`src/core/litax_pkg.sv`:
```
/*
 * Constants and types for the long-address instruction core: widths,
 * instruction codes, timing and the fixed data memory addresses.
 * Assumes a single 50 MHz clock and that an instruction cycle is a fixed
 * number of clock periods.
 */
package litax_pkg;

  // Widths
  localparam int DATA_W = 8;
  localparam int DM_AW  = 9;
  localparam int PM_DW  = 16;
  localparam int PG_W   = 8;
  localparam int PM_AW  = 2 * PG_W;
  localparam int BIT_W  = 3;

  // Timing
  localparam int CLK_PERIOD_NS = 20;
  localparam int INSTR_CYC_NS  = 80;
  localparam int CYC_DIV       = (INSTR_CYC_NS + CLK_PERIOD_NS - 1) / CLK_PERIOD_NS;
  localparam int DIV_W         = 2;

  // Instruction cycle counts
  localparam logic [1:0] CYCLES_BASE = 2'h2;
  localparam logic [1:0] CYCLES_LONG = 2'h3;

  // Fixed addresses and values
  localparam logic [DM_AW-1:0]  PCL_ADDR   = 9'h007;
  localparam logic [PG_W-1:0]   LAST_PAGE  = 8'hff;
  localparam logic [DATA_W-1:0] BYTE_ZERO  = 8'h00;
  localparam logic [DATA_W-1:0] BYTE_ONES  = 8'hff;
  localparam logic [DATA_W-1:0] BYTE_ONE   = 8'h01;
  localparam logic [DATA_W-1:0] ACC_RST    = 8'h00;
  localparam logic [PG_W-1:0]   TABLE_POINTER_RST   = 8'h00;
  localparam logic [DATA_W-1:0] TABLE_HIGH_LATCH_RST   = 8'h00;

  typedef enum logic [4:0] {
    OP_NOP,
    OP_SKIP_IF_ZERO_LONG,
    OP_SKIP_IF_ZERO_COPY_LONG,
    OP_SKIP_IF_NONZERO_LONG,
    OP_SKIP_IF_ZERO_BIT_LONG,
    OP_SKIP_IF_NONZERO_BIT_LONG,
    OP_INCR_THEN_SKIP_LONG,
    OP_DECR_THEN_SKIP_LONG,
    OP_INCR_SKIP_TO_ACC_LONG,
    OP_DECR_SKIP_TO_ACC_LONG,
    OP_LONG_TABLE_FETCH_PAGE,
    OP_LONG_TABLE_FETCH_LAST,
    OP_LONG_TABLE_FETCH_PAGE_INC,
    OP_LONG_TABLE_FETCH_LAST_INC,
    OP_CLEAR_LONG,
    OP_FILL_LONG,
    OP_NIBBLE_EXCHANGE_LONG,
    OP_NIBBLE_EXCHANGE_TO_ACC_LONG,
    OP_ADD_WITH_CARRY,
    OP_ADD_WITH_CARRY_TO_MEM,
    OP_SUM,
    OP_SUM_TO_MEM,
    OP_SUM_IMM,
    OP_AND,
    OP_AND_IMM
  } litax_op_type;

  typedef enum logic [1:0] {
    ST_IDLE,
    ST_RUN
  } litax_state_type;

endpackage

```
`src/core/litax_dmem.sv`:
```
/*
 * Data memory of the long-address core: one write port and one read port,
 * read data registered.
 * Assumes reads and writes of the same cycle to the same address are not
 * relied on; the read returns the old byte.
 */
`timescale 1ns/100ps
module litax_dmem
  import litax_pkg::*;
(
  // Clock
  input  wire logic              clk,
  // Write port
  input  wire logic              wr_en,
  input  wire logic [DM_AW-1:0]  wr_addr,
  input  wire logic [DATA_W-1:0] wr_data,
  // Read port
  input  wire logic              rd_en,
  input  wire logic [DM_AW-1:0]  rd_addr,
  output logic      [DATA_W-1:0] rd_data_q
);

  logic [DATA_W-1:0] mem [0:(1<<DM_AW)-1];

  always_ff @(posedge clk)
  begin
    if (wr_en)
    begin
      mem[wr_addr] <= wr_data;
    end
  end

  always_ff @(posedge clk)
  begin
    if (rd_en)
    begin
      rd_data_q <= mem[rd_addr];
    end
  end

endmodule

```
`src/core/litax_core.sv`:
```
/*
 * Long-address instruction core: extended skips, table fetches,
 * clear/fill, nibble exchange, add, add with carry and AND.
 * Assumes the issuer holds an instruction until INSTR_READY and that the
 * program memory returns PM_DATA within one instruction cycle of PM_ADDR.
 */
`timescale 1ns/100ps
module litax_core
  import litax_pkg::*;
(
  // Clock and reset
  input  wire logic              MCLK,
  input  wire logic              RESET,
  // Instruction issue
  input  wire logic              INSTR_VALID,
  output logic                   INSTR_READY,
  input  wire litax_op_type      INSTR_OP,
  input  wire logic [DM_AW-1:0]  INSTR_ADDR,
  input  wire logic [BIT_W-1:0]  INSTR_BIT,
  input  wire logic [DATA_W-1:0] INSTR_IMM,
  input  wire logic [PG_W-1:0]   INSTR_PAGE,
  // Completion
  output logic                   CYCLE_TICK,
  output logic                   INSTR_DONE,
  output logic                   INSTR_SKIP,
  output logic                   PCL_LOAD,
  // Program memory
  output logic      [PM_AW-1:0]  PM_ADDR,
  input  wire logic [PM_DW-1:0]  PM_DATA,
  // Core state
  output logic      [DATA_W-1:0] ACC,
  output logic                   FLAG_C,
  output logic                   FLAG_AC,
  output logic                   FLAG_Z,
  output logic                   FLAG_OV,
  output logic                   FLAG_SC,
  output logic      [DATA_W-1:0] TBL_HIGH,
  output logic      [PG_W-1:0]   TBL_PTR
);

  // Returns {ov, ac, c, sum}
  function automatic logic [DATA_W+2:0] add8(input logic [DATA_W-1:0] a,
                                             input logic [DATA_W-1:0] b,
                                             input logic              cin);
    logic [DATA_W:0] full;
    logic [4:0]      low;
    logic            ov;
    full = {1'b0, a} + {1'b0, b} + {8'h00, cin};
    low  = {1'b0, a[3:0]} + {1'b0, b[3:0]} + {4'h0, cin};
    ov   = (a[7] == b[7]) && (full[7] != a[7]);
    return {ov, low[4], full[8], full[7:0]};
  endfunction

  function automatic logic is_table(input litax_op_type op);
    return (op == OP_LONG_TABLE_FETCH_PAGE) || (op == OP_LONG_TABLE_FETCH_LAST) ||
           (op == OP_LONG_TABLE_FETCH_PAGE_INC) || (op == OP_LONG_TABLE_FETCH_LAST_INC);
  endfunction

  litax_state_type   state_q;
  logic [DIV_W-1:0]  div_q;
  logic              cyc_en;
  logic [1:0]        cnt_q;
  logic [1:0]        need_q;
  litax_op_type      op_q;
  logic [DM_AW-1:0]  addr_q;
  logic [BIT_W-1:0]  bit_q;
  logic [DATA_W-1:0] imm_q;
  logic [PG_W-1:0]   page_q;
  logic [DATA_W-1:0] acc_q;
  logic              c_q;
  logic              ac_q;
  logic              z_q;
  logic              ov_q;
  logic              sc_q;
  logic [PG_W-1:0]   table_pointer_q;
  logic [DATA_W-1:0] table_high_latch_q;
  logic [PM_AW-1:0]  pm_addr_q;
  logic              skip_q;
  logic              done_q;
  logic              skip_out_q;
  logic              pcl_q;
  logic [DATA_W-1:0] mem_rd;
  logic              accept;
  logic              exec;
  logic              finish;
  logic              tab_wr;

  // Execution results
  logic [DATA_W-1:0] res;
  logic              wr_mem;
  logic              wr_acc;
  logic              upd_arith;
  logic              upd_z;
  logic              skip;
  logic [DATA_W+2:0] sum;
  logic [1:0]        need_d;

  // One enable per instruction cycle
  always_ff @(posedge MCLK or posedge RESET)
  begin
    if (RESET)
    begin
      div_q <= '0;
    end
    else if (div_q == DIV_W'(CYC_DIV - 1))
    begin
      div_q <= '0;
    end
    else
    begin
      div_q <= div_q + 2'h1;
    end
  end

  assign cyc_en      = (div_q == DIV_W'(CYC_DIV - 1));
  assign INSTR_READY = (state_q == ST_IDLE) && cyc_en;
  assign accept      = INSTR_VALID && INSTR_READY;
  assign exec        = (state_q == ST_RUN) && cyc_en && (cnt_q == 2'h1);
  // Two-cycle ops end on the deciding tick itself, before need_q is loaded
  assign finish      = (state_q == ST_RUN) && cyc_en &&
                       (exec ? (need_d == CYCLES_BASE) : (cnt_q == need_q - 2'h1));
  assign tab_wr      = finish && is_table(op_q);

  // Cycle sequencing
  always_ff @(posedge MCLK or posedge RESET)
  begin
    if (RESET)
    begin
      state_q <= ST_IDLE;
      cnt_q   <= 2'h0;
    end
    else
    begin
      case (state_q)
        ST_IDLE:
        begin
          if (accept)
          begin
            state_q <= ST_RUN;
            cnt_q   <= 2'h1;
          end
        end
        ST_RUN:
        begin
          if (finish)
          begin
            state_q <= ST_IDLE;
          end
          else if (cyc_en)
          begin
            cnt_q <= cnt_q + 2'h1;
          end
        end
        default:
        begin
          state_q <= ST_IDLE;
        end
      endcase
    end
  end

  always_ff @(posedge MCLK or posedge RESET)
  begin
    if (RESET)
    begin
      op_q   <= OP_NOP;
      addr_q <= '0;
      bit_q  <= '0;
      imm_q  <= '0;
      page_q <= '0;
    end
    else if (accept)
    begin
      op_q   <= INSTR_OP;
      addr_q <= INSTR_ADDR;
      bit_q  <= INSTR_BIT;
      imm_q  <= INSTR_IMM;
      page_q <= INSTR_PAGE;
    end
  end

  litax_dmem u_dmem (
    .clk       (MCLK),
    .wr_en     ((exec && wr_mem) || tab_wr),
    .wr_addr   (addr_q),
    .wr_data   (tab_wr ? PM_DATA[DATA_W-1:0] : res),
    .rd_en     (accept),
    .rd_addr   (INSTR_ADDR),
    .rd_data_q (mem_rd)
  );

  always_comb
  begin
    res       = mem_rd;
    wr_mem    = 1'b0;
    wr_acc    = 1'b0;
    upd_arith = 1'b0;
    upd_z     = 1'b0;
    skip      = 1'b0;
    sum       = add8(acc_q, mem_rd, 1'b0);
    case (op_q)
      OP_SKIP_IF_ZERO_LONG:
      begin
        skip = (mem_rd == BYTE_ZERO);
      end
      OP_SKIP_IF_ZERO_COPY_LONG:
      begin
        wr_acc = 1'b1;
        skip   = (mem_rd == BYTE_ZERO);
      end
      OP_SKIP_IF_NONZERO_LONG:
      begin
        skip = (mem_rd != BYTE_ZERO);
      end
      OP_SKIP_IF_ZERO_BIT_LONG:
      begin
        skip = !mem_rd[bit_q];
      end
      OP_SKIP_IF_NONZERO_BIT_LONG:
      begin
        skip = mem_rd[bit_q];
      end
      OP_INCR_THEN_SKIP_LONG, OP_INCR_SKIP_TO_ACC_LONG:
      begin
        res    = mem_rd + BYTE_ONE;
        wr_mem = (op_q == OP_INCR_THEN_SKIP_LONG);
        wr_acc = (op_q == OP_INCR_SKIP_TO_ACC_LONG);
        skip   = (res == BYTE_ZERO);
      end
      OP_DECR_THEN_SKIP_LONG, OP_DECR_SKIP_TO_ACC_LONG:
      begin
        res    = mem_rd - BYTE_ONE;
        wr_mem = (op_q == OP_DECR_THEN_SKIP_LONG);
        wr_acc = (op_q == OP_DECR_SKIP_TO_ACC_LONG);
        skip   = (res == BYTE_ZERO);
      end
      OP_CLEAR_LONG:
      begin
        res    = BYTE_ZERO;
        wr_mem = 1'b1;
      end
      OP_FILL_LONG:
      begin
        res    = BYTE_ONES;
        wr_mem = 1'b1;
      end
      OP_NIBBLE_EXCHANGE_LONG, OP_NIBBLE_EXCHANGE_TO_ACC_LONG:
      begin
        res    = {mem_rd[3:0], mem_rd[7:4]};
        wr_mem = (op_q == OP_NIBBLE_EXCHANGE_LONG);
        wr_acc = (op_q == OP_NIBBLE_EXCHANGE_TO_ACC_LONG);
      end
      OP_ADD_WITH_CARRY, OP_ADD_WITH_CARRY_TO_MEM:
      begin
        sum       = add8(acc_q, mem_rd, c_q);
        res       = sum[DATA_W-1:0];
        wr_mem    = (op_q == OP_ADD_WITH_CARRY_TO_MEM);
        wr_acc    = (op_q == OP_ADD_WITH_CARRY);
        upd_arith = 1'b1;
      end
      OP_SUM, OP_SUM_TO_MEM:
      begin
        res       = sum[DATA_W-1:0];
        wr_mem    = (op_q == OP_SUM_TO_MEM);
        wr_acc    = (op_q == OP_SUM);
        upd_arith = 1'b1;
      end
      OP_SUM_IMM:
      begin
        sum       = add8(acc_q, imm_q, 1'b0);
        res       = sum[DATA_W-1:0];
        wr_acc    = 1'b1;
        upd_arith = 1'b1;
      end
      OP_AND, OP_AND_IMM:
      begin
        res    = acc_q & ((op_q == OP_AND_IMM) ? imm_q : mem_rd);
        wr_acc = 1'b1;
        upd_z  = 1'b1;
      end
      default:
      begin
        res = mem_rd;
      end
    endcase
  end

  // Length decided in the first cycle, once the operand is known
  always_comb
  begin
    need_d = CYCLES_BASE;
    if (skip)
    begin
      need_d = CYCLES_LONG;
    end
    if (wr_mem && (addr_q == PCL_ADDR))
    begin
      need_d = CYCLES_LONG;
    end
    if (is_table(op_q))
    begin
      need_d = CYCLES_LONG;
    end
  end

  // Held at three until the operand is known so finish cannot fire early
  always_ff @(posedge MCLK or posedge RESET)
  begin
    if (RESET)
    begin
      need_q <= CYCLES_LONG;
      skip_q <= 1'b0;
    end
    else if (accept)
    begin
      need_q <= CYCLES_LONG;
      skip_q <= 1'b0;
    end
    else if (exec)
    begin
      need_q <= need_d;
      skip_q <= skip;
    end
  end

  always_ff @(posedge MCLK or posedge RESET)
  begin
    if (RESET)
    begin
      acc_q <= ACC_RST;
    end
    else if (exec && wr_acc)
    begin
      acc_q <= res;
    end
  end

  // Skips, table fetches and nibble exchanges leave every flag alone
  always_ff @(posedge MCLK or posedge RESET)
  begin
    if (RESET)
    begin
      c_q  <= 1'b0;
      ac_q <= 1'b0;
      z_q  <= 1'b0;
      ov_q <= 1'b0;
      sc_q <= 1'b0;
    end
    else if (exec && upd_arith)
    begin
      ov_q <= sum[DATA_W+2];
      ac_q <= sum[DATA_W+1];
      c_q  <= sum[DATA_W];
      z_q  <= (sum[DATA_W-1:0] == BYTE_ZERO);
      sc_q <= sum[DATA_W+2] ^ sum[DATA_W-1];
    end
    else if (exec && upd_z)
    begin
      z_q <= (res == BYTE_ZERO);
    end
  end

  // Pointer bumped at issue, before the page address is formed
  always_ff @(posedge MCLK or posedge RESET)
  begin
    if (RESET)
    begin
      table_pointer_q <= TABLE_POINTER_RST;
    end
    else if (accept && ((INSTR_OP == OP_LONG_TABLE_FETCH_PAGE_INC) ||
                        (INSTR_OP == OP_LONG_TABLE_FETCH_LAST_INC)))
    begin
      table_pointer_q <= table_pointer_q + 8'h01;
    end
  end

  always_ff @(posedge MCLK or posedge RESET)
  begin
    if (RESET)
    begin
      pm_addr_q <= '0;
    end
    else if (exec && is_table(op_q))
    begin
      if ((op_q == OP_LONG_TABLE_FETCH_LAST) || (op_q == OP_LONG_TABLE_FETCH_LAST_INC))
      begin
        pm_addr_q <= {LAST_PAGE, table_pointer_q};
      end
      else
      begin
        pm_addr_q <= {page_q, table_pointer_q};
      end
    end
  end

  always_ff @(posedge MCLK or posedge RESET)
  begin
    if (RESET)
    begin
      table_high_latch_q <= TABLE_HIGH_LATCH_RST;
    end
    else if (tab_wr)
    begin
      table_high_latch_q <= PM_DATA[PM_DW-1:DATA_W];
    end
  end

  always_ff @(posedge MCLK or posedge RESET)
  begin
    if (RESET)
    begin
      done_q     <= 1'b0;
      skip_out_q <= 1'b0;
      pcl_q      <= 1'b0;
    end
    else
    begin
      done_q     <= finish;
      skip_out_q <= finish && skip_q;
      pcl_q      <= (exec && wr_mem && (addr_q == PCL_ADDR)) ||
                    (tab_wr && (addr_q == PCL_ADDR));
    end
  end

  assign CYCLE_TICK = cyc_en;
  assign INSTR_DONE = done_q;
  assign INSTR_SKIP = skip_out_q;
  assign PCL_LOAD   = pcl_q;
  assign PM_ADDR    = pm_addr_q;
  assign ACC        = acc_q;
  assign FLAG_C     = c_q;
  assign FLAG_AC    = ac_q;
  assign FLAG_Z     = z_q;
  assign FLAG_OV    = ov_q;
  assign FLAG_SC    = sc_q;
  assign TBL_HIGH   = table_high_latch_q;
  assign TBL_PTR    = table_pointer_q;

endmodule

```
`config.mk`:
```
export PLATFORM = sky130hd
export DESIGN_NAME = litax_core
export DESIGN_NICKNAME = d
export VERILOG_FILES = /design/src/core/litax_pkg.sv /design/src/core/litax_dmem.sv /design/src/core/litax_core.sv
export SDC_FILE = /design/constraint.sdc
export NUM_CORES = 2
export LEC_CHECK = 0
export BUFFER_PORTS_ARGS = -buffer_cell sky130_fd_sc_hd__buf_2
export CAP_MARGIN = 20
export CORE_MARGIN = 5
export CORE_UTILIZATION = 40
export DETAILED_ROUTE_END_ITERATION = 6
export PLACE_DENSITY_LB_ADDON = 0.2
export SLEW_MARGIN = 10
export SYNTH_ARGS = -nofsm -noshare
export SYNTH_HDL_FRONTEND = slang
export SYNTH_SLANG_ARGS = --single-unit
```
`constraint.sdc`:
```
create_clock -name MCLK -period 78.6 [get_ports MCLK]
set_input_delay 15.72 -clock MCLK [delete_from_list [all_inputs] [get_ports MCLK]]
set_output_delay 15.72 -clock MCLK [all_outputs]
set_load 0.01 [all_outputs]
```
==> results by group <==
STA
  – Hold WS: around 0.43 ns
  – Endpoints failing hold: 0
  – Total Neg Setup Slack: 0 ns
  – Final min period: 22.89 ns
  – Final worst slack: 55.71 ns
  – Final Max Slew Viols: 0
  – Max Clk Rate: approximately 44 MHz
  – Worst Tran Pin Value: roughly 1.3 ns
  – RSZ-0062 raised after global routing: false
  – Setup-failing EPs final: 0
  – Post-Route Skew: approximately 0.054 ns
  – Slew HR: 0.138
  – Tcrit/Tclk final: 0.291

Routing
  – DR DRC count: 0
  – First DRT Iteration DRCs: 8228
  – Via density: about 5.7
  – Routed vias: roughly 79000
  – Routed len/inst: between 20 and 30 um
  – Final antenna-violating net count: 0
  – WL final: between 400000 and 500000 um
  – DRT Pass-1 Iters: 6

Power and ir drop
  – Net switching power: approximately 0.0018 W
  – Internal power: 0.00450 W
  – Switch share: 0.287
  – Clk pwr share: 0.313
  – Leak Pwr: roughly 56 nW
  – Pwr dens: ~35 nW/um^2
  – Flop pwr share: 0.512
  – Combinational share of power: 0.175
  – VDD IR-drop max: between 0.08 and 0.09 mV

Synthesis
  – Post-Syn Area: about 160000 um^2
  – Post-Syn Instances: around 7800
  – Mux share of post-synthesis cell area: 0.144
  – FFs w/ async S/R, synth: 0.0210
  – Top cell type's share of synthesized area: 0.756
  – Flops & latches, synth: approximately 4200
  – Post-synthesis compound-gate area fraction: 0.0402
  – Most numerous cell in the Yosys netlist: edfxtp_1
  – Post-synthesis simple-gate area fraction: 0.0270
  – Yosys warns: 0
  – Xor and xnor area share after synthesis: 0.00183
  – Syn Nets: 7856
  – Post-synthesis cell type count: 76
  – Synth Area in Adders: 0.00224
  – Synth area leaders: edfxtp_1 (76%), mux4_2 (14%), nor2_1 (1.4%)
  – Synth top cells by count: edfxtp_1 (4104), mux4_2 (1026), nor2_1 (625)
  – Post-synth EDFFs: about 4100
  – Part of the Yosys area used for sequential elements: 0.769
  – Average cell area after synthesis: about 21 um^2
  – Area leader, netlist: edfxtp_1
  – Largest family of logic cells by synthesized area: multiplexers
  – Post-synth top flop: edfxtp_1

Critical path
  – Startpoint Class: input port
  – Peak fanout along the critical path: 94
  – RR Startpoint: u_dmem.rd_data_q[0]$_DFFE_PP_
  – CP peak stage delay: 0.89 ns
  – Most frequent CP cell: buf_4
  – Critical path start-end classification: input port to flop
  – RR Endpoint: u_dmem.mem[380][7]$_DFFE_PP_
  – Nature of the critical path endpoint: flop
  – CP Data Arrival Time: between 20 and 25 ns
  – CP max-delay cell: buf_4
  – Req. time, crit path: 79.26 ns
  – Crit path cell chain: buf_12 -> buf_4 -> buf_4 -> buf_4 -> buf_4 -> buf_4 -> buf_4 -> mux4_2 -> a22o_1 -> a221oi_1 -> o22ai_1 -> nor3_1 -> o22ai_1 -> nor2_1 -> a21oi_1
  – FF-to-FF path depth: 14
  – Worst reg2reg setup slack: 71.90 ns

Placement
  – Placer Congestion: 0.795
  – DP HPWL: around 230000 um
  – Port buffer count: roughly 100
  – Placed Area: between 150000 and 200000 um^2
  – Pre-CTS WS: between 50 and 60 ns

Global routing
  – First-pass GRT wire length: a little under 600000 um
  – Overall routing resource usage: 0.188
  – Antenna violations before repair: 17
  – Congestion Overflow GR: 0
  – Largest net degree at the start of global routing: 188
  – Vias in the first global route: slightly above 80000

Hold path
  – Hold path start: div_q[0]$_DFF_PP0_
  – Hold EP: div_q[0]$_DFF_PP0_
  – Hold crit path type: flop to flop
  – Hold depth: 1

Finish
  – Filler cells: approximately 34000
  – Final instance area: roughly 180000 um^2
  – Layout cells sized above 1: 0.231
  – Layout area overhead: 12.3%
  – Final Core Density: 0.451
  – Fin nets: around 8000

Status
  – Outcome: complete, no violations

CTS
  – CTS tree: done
  – Hold-fix buffers, CTS: 0
  – Clock latency on the worst-skew pair: 0.97 ns
  – Cts repair resizes: 0
  – TritonCTS Buffers: 431
  – CTS root buf: clkbuf_16
  – H-Tree Depth: 5
  – Postcts setup bufs: 0
  – Worst-path clk slew: ~0.060 ns
  – Clock tree buffer depth: 4
  – CTS Sinks: between 4000 and 5000

Floorplan
  – Die width: about 650 um
  – Core Region: 406000 um^2
  – Die area: ~420000 um^2
  – Rows: 234
  – Starting density of the core: 0.401
  – I/O pins: around 100
  – Die Height: approximately 650 um

Run
  – Max Cap Violations: 0
## state kept, by name (all words and copies together) (netlist names), 2 cells and up
signal and flops:
ACC 8, page_q 8, TBL_HIGH 8, imm_q 8
op_q 5, bit_q 3, div_q 2, cnt_q 2
u_dmem.mem 4096, PM_ADDR 16, u_dmem.rd_data_q 8, addr_q 9
TBL_PTR 8
## per-stage QoR
stage / instances / power [W]
final: 13800 / 0.00632
after floorplan: 7776 / 0.00438
after global routing: 13800 / 0.00654
after CTS: 13700 / 0.00637
after detailed placement: 13000 / 0.00440
after global placement: 12900 / 0.00433
## critical path, delay by kind of cell
family | cells | cell delay (ns)
buffers and inverters | 7 | 5.17
AOI/OAI and AO/OA | 5 | 1.27
muxes | 1 | 0.58
and+or+nand+nor | 2 | 0.53
## area by class of cell
class,count,area (um^2),share of cell area
clock buffer,536,11400,0.0624
inverter,14,55.1,0.000301
clock inverter,255,2150,0.0117
sequential,4192,125000,0.685
tap,5428,6790,0.0371
multi-input combinational,3082,35300,0.193
antenna,5,12.5,0.0000683
timing repair buffer,245,1880,0.0103
## power by group through the flow
stage	Clock [W]	Sequential (W)	Combinational [W]
final	0.00198	0.00323	0.00111
after global routing	0.00211	0.00324	0.00120
after CTS	0.00201	0.00323	0.00112
after detailed placement	0	0.00328	0.00112
after global placement	0	0.00328	0.00106
after floorplan	0	0.00385	0.000531
## how the worst max path moves through the flow
stage                        from                            end  depth (start not counted)
CTS                 INSTR_ADDR[0]  u_dmem.rd_data_q[0]$_DFFE_PP_                         15
global placement    INSTR_ADDR[0]  u_dmem.rd_data_q[0]$_DFFE_PP_                         15
detailed placement  INSTR_ADDR[0]  u_dmem.rd_data_q[0]$_DFFE_PP_                         15
finish              INSTR_ADDR[0]  u_dmem.rd_data_q[0]$_DFFE_PP_                         15
global route        INSTR_ADDR[0]  u_dmem.rd_data_q[0]$_DFFE_PP_                         15
floorplan              PM_DATA[3]     u_dmem.mem[0][3]$_DFFE_PP_                          2
## layer usage
layer,track usage,share of wire,up-vias
met4,0.0452,0.023,4
met1,0.272,0.43,42600
met3,0.0318,0.072,519
met5,0,0.000085,-
li1,-,-,33000
met2,0.301,0.48,2930
## placed cells by master, fill, tap and decap left out, drive strengths merged, types with 6 or more instances in the layout
cell      instances
a21oi           146
clkbuf          536
nor2b            12
bufinv           33
nand2b           17
inv              24
nand3b            8
clkinv          204
buf             245
a31oi             7
clkinvlp          8
xnor2            18
dfrtp            87
nor2            625
mux4           1026
mux2i             8
xor2             16
o21ai            48
nand2           281
and3              9
edfxtp         4104
a221oi          167
or2              10
o21a             13
o22ai           101
a22oi           197
nand3            21
nor4             14
mux2             26
ha               26
nor3             51
nand4             7
a22o            169
a21o              6
## kinds of logic (layout without fill, tap and decap cells)
group | Yosys count | count (layout)
flops | 4192 | 4192
buf+inv | 502 | 1050
other cells | 0 | 5
compound gates | 890 | 890
mux | 1060 | 1060
fa+ha+maj | 28 | 28
simple gates | 1070 | 1070
xor+xnor | 34 | 34
No activity file was read; power rests on OpenSTA's default activity.
